--- src/verilog/mbcd_pkg.sv ---
// Shared constants and types for the microbranch and clock datapath block.
package mbcd_pkg;

   localparam int unsigned DATA_W      = 16;
   localparam int unsigned STATUS_W    = 8;
   localparam int unsigned BRANCH_W    = 5;
   localparam int unsigned NEXT_ADDR_W = 8;
   localparam int unsigned MATCH_W     = 9;
   localparam int unsigned CLK_MHZ     = 25;

   // Cycle lengths in nanoseconds; each microcycle is split in three equal phases.
   localparam int unsigned CYC_SHORT_NS = 240;
   localparam int unsigned CYC_MED_NS   = 360;
   localparam int unsigned CYC_LONG_NS  = 480;
   localparam int unsigned PHASE_SHORT  = (CYC_SHORT_NS * CLK_MHZ + 2999) / 3000;
   localparam int unsigned PHASE_MED    = (CYC_MED_NS * CLK_MHZ + 2999) / 3000;
   localparam int unsigned PHASE_LONG   = (CYC_LONG_NS * CLK_MHZ + 2999) / 3000;
   localparam int unsigned CNT_W        = 4;

   // Destination multiplexer selections.
   localparam logic [1:0] DSEL_READ_BUS = 2'h0;
   localparam logic [1:0] DSEL_D_REG    = 2'h1;
   localparam logic [1:0] DSEL_D_SHIFT  = 2'h2;
   localparam logic [1:0] DSEL_SYS_BUS  = 2'h3;

   // Branch test field encodings, grouped by condition source.
   localparam logic [4:0] BT_NONE      = 5'h00;
   localparam logic [4:0] BT_INSTR_LO  = 5'h01;
   localparam logic [4:0] BT_INSTR_HI  = 5'h08;
   localparam logic [4:0] BT_CTRL_LO   = 5'h09;
   localparam logic [4:0] BT_CTRL_HI   = 5'h0f;
   localparam logic [4:0] BT_DECODE_LO = 5'h10;
   localparam logic [4:0] BT_DECODE_HI = 5'h17;
   localparam logic [4:0] BT_FLAG_CC   = 5'h1e;
   localparam logic [4:0] BT_FLAG_CLR  = 5'h1f;

   localparam logic [DATA_W-1:0] D_RESET = 16'h0000;

   typedef enum logic [2:0] {
      MBCD_IDLE   = 3'b000,
      MBCD_PH1    = 3'b001,
      MBCD_PH2    = 3'b010,
      MBCD_PH3    = 3'b011,
      MBCD_HALTED = 3'b100
   } mbcd_state_t;

endpackage

--- src/verilog/mbcd_branch.sv ---
// Branch test decode and multiplexer that modifies the next-address field.
`timescale 1ns/1ps
module mbcd_branch
   import mbcd_pkg::*;
(
   input  wire logic [BRANCH_W-1:0]    branch_test_field,
   input  wire logic [NEXT_ADDR_W-1:0] next_addr_field,
   input  wire logic [DATA_W-1:0]      instr_reg,
   input  wire logic [7:0]             branch_ctrl,
   input  wire logic [7:0]             instr_decode,
   input  wire logic [7:0]             machine_flags,
   output logic      [NEXT_ADDR_W-1:0] micro_pointer_next,
   output logic                        flag_load_cc,
   output logic                        flag_clear,
   output logic                        branch_taken
);

   logic [2:0] sel;

   always_comb begin
      sel                = branch_test_field[2:0];
      branch_taken       = 1'b0;
      flag_load_cc       = 1'b0;
      flag_clear         = 1'b0;
      micro_pointer_next = next_addr_field;
      // Auxiliary decodes for the flag control logic.
      if (branch_test_field == BT_FLAG_CC) begin
         flag_load_cc = 1'b1;
      end
      if (branch_test_field == BT_FLAG_CLR) begin
         flag_clear = 1'b1;
      end
      // Source selection; instruction bits use the field minus one as index.
      if (branch_test_field >= BT_INSTR_LO && branch_test_field <= BT_INSTR_HI) begin
         branch_taken = instr_reg[3'(branch_test_field - BT_INSTR_LO)];
      end else if (branch_test_field >= BT_CTRL_LO && branch_test_field <= BT_CTRL_HI) begin
         branch_taken = branch_ctrl[sel];
      end else if (branch_test_field >= BT_DECODE_LO && branch_test_field <= BT_DECODE_HI) begin
         branch_taken = instr_decode[sel];
      end else if (branch_test_field != BT_NONE) begin
         branch_taken = machine_flags[sel];
      end
      // A taken branch ORs the condition into the low address bit.
      micro_pointer_next[0] = next_addr_field[0] | branch_taken;
   end

endmodule

--- src/verilog/mbcd_top.sv ---
// Top of the microbranch, clock control and destination datapath slice.
`timescale 1ns/1ps

module mbcd_top
   import mbcd_pkg::*;
(
   input  wire logic                   clk,
   input  wire logic                   rst_n,
   input  wire logic [DATA_W-1:0]      scratch_rd_n,
   input  wire logic [STATUS_W-1:0]    proc_status_reg_n,
   input  wire logic [DATA_W-1:0]      aux_rd_n,
   input  wire logic [BRANCH_W-1:0]    branch_test_field,
   input  wire logic [NEXT_ADDR_W-1:0] next_addr_field,
   input  wire logic [DATA_W-1:0]      instr_reg,
   input  wire logic [7:0]             branch_ctrl,
   input  wire logic [7:0]             instr_decode,
   input  wire logic [7:0]             machine_flags,
   input  wire logic [MATCH_W-1:0]     buffered_micro_pointer,
   input  wire logic [MATCH_W-1:0]     switch_register,
   input  wire logic                   maint_match_halt,
   input  wire logic                   clock_halt_bit,
   input  wire logic                   cycle_length_bit0,
   input  wire logic                   cycle_length_bit1,
   input  wire logic                   restart,
   input  wire logic                   continue_run,
   input  wire logic                   en_instr,
   input  wire logic                   en_addr,
   input  wire logic                   en_b,
   input  wire logic                   en_d,
   input  wire logic                   en_write_high,
   input  wire logic                   en_write_low,
   input  wire logic [1:0]             dest_sel,
   input  wire logic [DATA_W-1:0]      alu_out,
   input  wire logic [DATA_W-1:0]      sys_bus_data,
   output logic      [DATA_W-1:0]      alu_a_input,
   output logic      [DATA_W-1:0]      addr_mux_rd,
   output logic      [NEXT_ADDR_W-1:0] micro_pointer_next,
   output logic                        flag_load_cc,
   output logic                        flag_clear,
   output logic                        branch_taken,
   output logic                        match,
   output logic                        scope_sync,
   output logic                        clk_run,
   output logic                        clk_idle,
   output logic                        phase_pulse_first,
   output logic                        phase_pulse_second,
   output logic                        phase_pulse_third,
   output logic                        recycle_pulse,
   output logic                        instr_load_enable,
   output logic                        addr_load_enable,
   output logic                        b_load_enable,
   output logic                        d_load_enable,
   output logic                        write_high_byte,
   output logic                        write_low_byte,
   output logic      [DATA_W-1:0]      dest_mux,
   output logic      [DATA_W-1:0]      data_display,
   output logic      [DATA_W-1:0]      b_reg,
   output logic      [DATA_W-1:0]      d_reg,
   output logic      [DATA_W-1:0]      sys_bus_d_out
);

   logic              rst_meta_q;
   logic              rst_sync_q;
   logic              rst_ok_n;
   logic [DATA_W-1:0] read_bus;
   mbcd_state_t       state_q;
   mbcd_state_t       state_d;
   logic [CNT_W-1:0]  cnt_q;
   logic [CNT_W-1:0]  cnt_d;
   logic [CNT_W-1:0]  phase_len;
   logic              run_q;
   logic              run_d;
   logic              idle_q;
   logic              idle_d;
   logic              p1_q;
   logic              p1_d;
   logic              p2_q;
   logic              p2_d;
   logic              p3_q;
   logic              p3_d;
   logic              recyc_q;
   logic              recyc_d;
   logic              sync_q;
   logic              sync_d;
   logic              phase_end;
   logic [DATA_W-1:0] d_q;
   logic [DATA_W-1:0] d_d;
   logic [DATA_W-1:0] b_q;
   logic [DATA_W-1:0] b_d;

   // Reset is asserted asynchronously and released through two flip-flops.
   always_ff @(posedge clk or negedge rst_n) begin
      if (!rst_n) begin
         rst_meta_q <= 1'b0;
         rst_sync_q <= 1'b0;
      end else begin
         rst_meta_q <= 1'b1;
         rst_sync_q <= rst_meta_q;
      end
   end
   assign rst_ok_n = rst_sync_q;

   // Sources drive the wired bus active low, so the OR of the true levels is taken after inversion.
   always_comb begin
      read_bus = ~scratch_rd_n | ~aux_rd_n | {{(DATA_W-STATUS_W){1'b0}}, ~proc_status_reg_n};
   end
   assign alu_a_input  = read_bus;
   assign addr_mux_rd  = read_bus;

   mbcd_branch u_branch (
      .branch_test_field  (branch_test_field),
      .next_addr_field    (next_addr_field),
      .instr_reg          (instr_reg),
      .branch_ctrl        (branch_ctrl),
      .instr_decode       (instr_decode),
      .machine_flags      (machine_flags),
      .micro_pointer_next (micro_pointer_next),
      .flag_load_cc       (flag_load_cc),
      .flag_clear         (flag_clear),
      .branch_taken       (branch_taken)
   );

   // Match stays combinational so the clock control sees it at the very edge that ends the cycle.
   assign match = (buffered_micro_pointer == switch_register);

   // Cycle length code 3 falls back to the long cycle so every code yields a defined length.
   always_comb begin
      if ({cycle_length_bit1, cycle_length_bit0} == 2'b00) begin
         phase_len = CNT_W'(PHASE_SHORT);
      end else if ({cycle_length_bit1, cycle_length_bit0} == 2'b01) begin
         phase_len = CNT_W'(PHASE_MED);
      end else begin
         phase_len = CNT_W'(PHASE_LONG);
      end
   end

   assign phase_end = (cnt_q == phase_len - CNT_W'(1));

   // Clock control and pulse generator.
   always_comb begin
      state_d = state_q;
      cnt_d   = cnt_q + CNT_W'(1);
      run_d   = run_q;
      idle_d  = idle_q;
      p1_d    = 1'b0;
      p2_d    = 1'b0;
      p3_d    = 1'b0;
      recyc_d = 1'b0;
      sync_d  = 1'b0;
      case (state_q)
         MBCD_IDLE: begin
            cnt_d = '0;
            if (restart || continue_run) begin
               state_d = MBCD_PH1;
               run_d   = 1'b1;
               idle_d  = 1'b0;
               p1_d    = 1'b1;
            end
         end
         MBCD_PH1: begin
            if (phase_end) begin
               state_d = MBCD_PH2;
               cnt_d   = '0;
               p2_d    = 1'b1;
            end
         end
         MBCD_PH2: begin
            if (phase_end) begin
               state_d = MBCD_PH3;
               cnt_d   = '0;
               p3_d    = 1'b1;
            end
         end
         MBCD_PH3: begin
            if (phase_end) begin
               cnt_d  = '0;
               sync_d = match;
               if (clock_halt_bit) begin
                  state_d = MBCD_IDLE;
                  run_d   = 1'b0;
                  idle_d  = 1'b1;
               end else if (maint_match_halt && match) begin
                  state_d = MBCD_HALTED;
                  run_d   = 1'b0;
                  idle_d  = 1'b1;
               end else begin
                  state_d = MBCD_PH1;
                  recyc_d = 1'b1;
                  p1_d    = 1'b1;
               end
            end
         end
         MBCD_HALTED: begin
            cnt_d = '0;
            if (continue_run) begin
               state_d = MBCD_PH1;
               run_d   = 1'b1;
               idle_d  = 1'b0;
               p1_d    = 1'b1;
            end
         end
         default: begin
            state_d = MBCD_IDLE;
            cnt_d   = '0;
         end
      endcase
   end

   always_ff @(posedge clk or negedge rst_ok_n) begin
      if (!rst_ok_n) begin
         state_q <= MBCD_IDLE;
         cnt_q   <= '0;
         run_q   <= 1'b0;
         idle_q  <= 1'b1;
         p1_q    <= 1'b0;
         p2_q    <= 1'b0;
         p3_q    <= 1'b0;
         recyc_q <= 1'b0;
         sync_q  <= 1'b0;
      end else begin
         state_q <= state_d;
         cnt_q   <= cnt_d;
         run_q   <= run_d;
         idle_q  <= idle_d;
         p1_q    <= p1_d;
         p2_q    <= p2_d;
         p3_q    <= p3_d;
         recyc_q <= recyc_d;
         sync_q  <= sync_d;
      end
   end

   assign clk_run            = run_q;
   assign clk_idle           = idle_q;
   assign phase_pulse_first  = p1_q;
   assign phase_pulse_second = p2_q;
   assign phase_pulse_third  = p3_q;
   assign recycle_pulse      = recyc_q;
   assign scope_sync         = sync_q;

   // Loads happen on the third phase, once the datapath has settled; writes pulse for one clock at the start of the second.
   assign instr_load_enable = p3_q & en_instr;
   assign addr_load_enable  = p3_q & en_addr;
   assign b_load_enable     = p3_q & en_b;
   assign d_load_enable     = p3_q & en_d;
   assign write_high_byte   = p2_q & en_write_high;
   assign write_low_byte    = p2_q & en_write_low;

   always_comb begin
      if (dest_sel == DSEL_READ_BUS) begin
         dest_mux = read_bus;
      end else if (dest_sel == DSEL_D_REG) begin
         dest_mux = d_q;
      end else if (dest_sel == DSEL_D_SHIFT) begin
         dest_mux = {1'b0, d_q[DATA_W-1:1]};
      end else begin
         dest_mux = sys_bus_data;
      end
   end
   assign data_display = dest_mux;

   // B takes the multiplexer output, so the selection must be held steady through the third phase.
   always_comb begin
      d_d = d_load_enable ? alu_out : d_q;
      b_d = b_load_enable ? dest_mux : b_q;
   end

   always_ff @(posedge clk or negedge rst_ok_n) begin
      if (!rst_ok_n) begin
         d_q <= D_RESET;
         b_q <= D_RESET;
      end else begin
         d_q <= d_d;
         b_q <= b_d;
      end
   end

   assign d_reg         = d_q;
   assign sys_bus_d_out = d_q;
   assign b_reg         = b_q;

endmodule

--- config.mk ---
export PLATFORM = sky130hd
export DESIGN_NAME = mbcd_top
export DESIGN_NICKNAME = d
export VERILOG_FILES = /design/src/verilog/mbcd_pkg.sv /design/src/verilog/mbcd_branch.sv /design/src/verilog/mbcd_top.sv
export SDC_FILE = /design/constraint.sdc
export NUM_CORES = 1
export LEC_CHECK = 0
export ABC_AREA = 1
export BUFFER_PORTS_ARGS = -buffer_cell sky130_fd_sc_hd__buf_2
export CAP_MARGIN = 10
export CORE_AREA = 2 2 114 116
export DETAILED_ROUTE_END_ITERATION = 8
export DIE_AREA = 0 0 116 118
export RECOVER_POWER = 25
export SLEW_MARGIN = 20
export SYNTH_ARGS = -nofsm -noshare
export SYNTH_HDL_FRONTEND = slang
export SYNTH_SLANG_ARGS = --single-unit
--- constraint.sdc ---
create_clock -name clk -period 2.1 [get_ports clk]
set_input_delay 0.105 -clock clk [delete_from_list [all_inputs] [get_ports clk]]
set_output_delay 0.105 -clock clk [all_outputs]
set_load 0.005 [all_outputs]
==> results_dict.tcl <==
set metrics [dict create \
    seq_power_share 0.352 \
    synth.cell_area_um2 3640 \
    chipWidth_um 116 \
    placement.setup.worst_slack_ns 0.332 \
    dr.pass1.iters 4 \
    total_via_count_after_detailed_routing 4003 \
    cts_sink_count 48 \
    maxSlewHeadroom 0.308 \
    postSynthAreaPerCell_um2 6.87 \
    met2WireLength_um 5920 \
    cts-buffers-inserted 5 \
    numPlacedInstances 908 \
    power.switching_fraction 0.383 \
    floorplan.die_area_um2 13700 \
    power.clock.fraction 0.221 \
    setup.worst_path.class "in2out" \
    yosys_register_bits 48 \
    top_signal_layer_used "met5" \
    h-tree-depth 2 \
    finalCoreUtilization 0.404 \
    final-instance-count-excl-fill 922 \
    track_usage 0.164 \
    synth_ff_type "dfrtp_1" \
    result_of_the_run "finished, final reports clean" \
    design_area_um2 5010 \
    total_switching_power_mw 1.83 \
    route.final.wire_length_um 11700 \
    synth_async_sr_flop_share 1.00 \
    crit_path_setup_slack_layout_ns 0.346 \
    globalRoute.totalOverflow 0 \
    place_area_um2 4780 \
    residual_drc_count 0 \
    p_int_mw 2.95 \
    number_of_setup_buffers_added_after_cts 0 \
    route.antenna.remaining_nets 0 \
    setup-violations-final 0 \
    timing.final.max_slew_violations 0 \
    crit_required_ns 2.00 \
    cts_root_buf "clkbuf_16" \
    maxCapViolCount 0 \
    mostFrequentLayoutCells "254 x buf_2, 192 x nand2_1, 66 x nand3_1, 47 x dfrtp_1, 36 x nor2_1" \
    number_of_global_route_vias_before_repair 3707 \
    grt_antenna_before_repair 1 \
    timing.critical_path.to_type "primary output" \
    cts.path.max_buffers 2 \
    worst_case_vdd_ir_drop_mv 0.321 \
    net_count_of_the_finished_layout 914 \
    drt_first_iter_violations 148 \
    cellLeakagePower_nw 2.89 \
    design.portCount 296 \
    gp_routability_congestion 0.850 \
    finalHoldViolCount 0 \
    pwr_density_cell_nw_per_um2 953 \
    clk_pin_slew_worst_paths_ns 0.07 \
    area_delta_synth_final_pct 37.6 \
    hp_class "in2reg" \
    fp.coreArea_um2 12400 \
    fp.dieH_um 118 \
    edff_count_synth 0 \
    register_area_share_after_synthesis 0.330 \
    fmax_mhz 570 \
    tightestPinTransition_ns 1.04 \
    worstSkewPairLatency_ns 0.29 \
    commonest_non_fill_non_tap_cell_in_the_layout "buf_2" \
    finalCritPeriodShare 0.835 \
    routedWlPerCell_um 12.7 \
    synth_cell_type_count 36 \
    worst-endpoint-arrival_ns 1.65 \
    syn-num-nets 695 \
    setup_repair_after_global_routing_missed_its_margin "no" \
    grt_max_degree 25 \
    final.setup_skew_ns 0.00948 \
    sum_of_routed_wire_segments_on_met1_um 4900 \
    dp_hpwl_um 9680 \
    fin_crit_ns 1.75 \
    placement.io_buffers 273 \
    cts-resized-gates 0 \
    combinationalPowerShare 0.427 \
    post_route_cells_drive_above_1_share 0.400 \
    ys.warnings.count 0 \
    grt_first_pass_wirelength_um 18100 \
    rows 41 \
    start_util 0.293 \
    finalSetupTns_ns 0 \
    syn-instance-count 530 \
    worstSetupStartpointType "input port" \
    clock_tree_from_tritoncts "yes" \
    routed_via_density 4.34 \
    wl_met3_um 710 \
    antenna_cells_inserted 0 \
    critical_path_peak_fanout 20 \
]
-- through the flow --
stage | hold WS, ns | total power, mW
3_3_place_gp | -0.107 | 3.74
2_1_floorplan | -0.191 | 2.98
5_1_grt | 0.0160 | 5.21
6_report | 0.00374 | 4.78
3_5_place_dp | -0.103 | 3.77
4_1_cts | 0.00173 | 4.86
-- area by class of cell --
type	count	area, um^2
clock inverters	3	68.8
flip-flops and latches	48	1200
clock buffers	5	125
repair buffers	286	1490
multi-input cells	376	1790
fillers	1395	7400
inverters	32	123
well taps	172	215
-- cells in the mapped netlist, types with 2 or more instances --
cell type,instances,share of area
xor2_1,2,0.0048
dfrtp_1,47,0.32
o21bai_1,2,0.0041
o21ai_2,15,0.036
inv_1,28,0.029
buf_6,3,0.0093
nor2_1,36,0.037
buf_2,12,0.016
nand2_1,192,0.20
nand3_1,66,0.091
or2_2,2,0.0034
a21oi_1,3,0.0041
nand4_1,2,0.0034
clkbuf_1,2,0.0021
buf_4,57,0.12
o21ai_0,19,0.026
clkinv_1,2,0.0021
ha_1,6,0.021
xnor2_1,7,0.017
o21ai_1,11,0.015
-- cells by family after synthesis --
kind of cell | Yosys count | synth area share
buf+inv | 106 | 0.179
fa+ha+maj | 6 | 0.0206
compound gates | 54 | 0.0958
simple gates | 306 | 0.352
other cells | 1 | 0.00103
xor+xnor | 9 | 0.0216
flops | 48 | 0.330
-- critical path: stages --
cell and delay (ns):
buf_2 0.31, inv_4 0.16, ha_1 0.36, o21bai_1 0.17
o221ai_1 0.16, o211ai_1 0.15, nand3b_1 0.11, buf_2 0.11
-- worst paths after layout --
kind	start	endpoint	slack (ns)	depth (start not counted)
hold / removal	alu_out[5]	d_reg[5]	0.004	3
hold reg to reg	rst_meta_q	rst_ok_n	0.36	0
max in group asynchronous	rst_ok_n	clk_idle	0.93	1
setup / recovery	branch_test_field[0]	micro_pointer_next[0]	0.35	8
min in group asynchronous	rst_n	rst_ok_n	0.13	2
setup reg to reg	cnt_q[2]	clk_run	0.64	7
-- power groups by stage --
| stage | Clock, mW | Sequential, mW | Combinational, mW |
|---|---|---|---|
| after floorplan | 0 | 1.65 | 1.33 |
| after global placement | 0 | 1.70 | 2.04 |
| after detailed placement | 0 | 1.71 | 2.06 |
| after CTS | 1.09 | 1.69 | 2.08 |
| after global routing | 1.12 | 1.75 | 2.34 |
| final | 1.05 | 1.68 | 2.04 |
-- per-layer routing --
metal  up-vias  GRT usage
li1       2077          -
met1      1760      0.198
met2       152      0.300
met3        12     0.0257
met4         2     0.0409
met5         -          0
-- timing repair --
item / in CTS / in global routing
endpoints found under the setup margin: 0 / 0
hold buffers: 6 / 0
endpoints found under the hold margin: 7 / 0
Power figures use the tool's default switching activity.
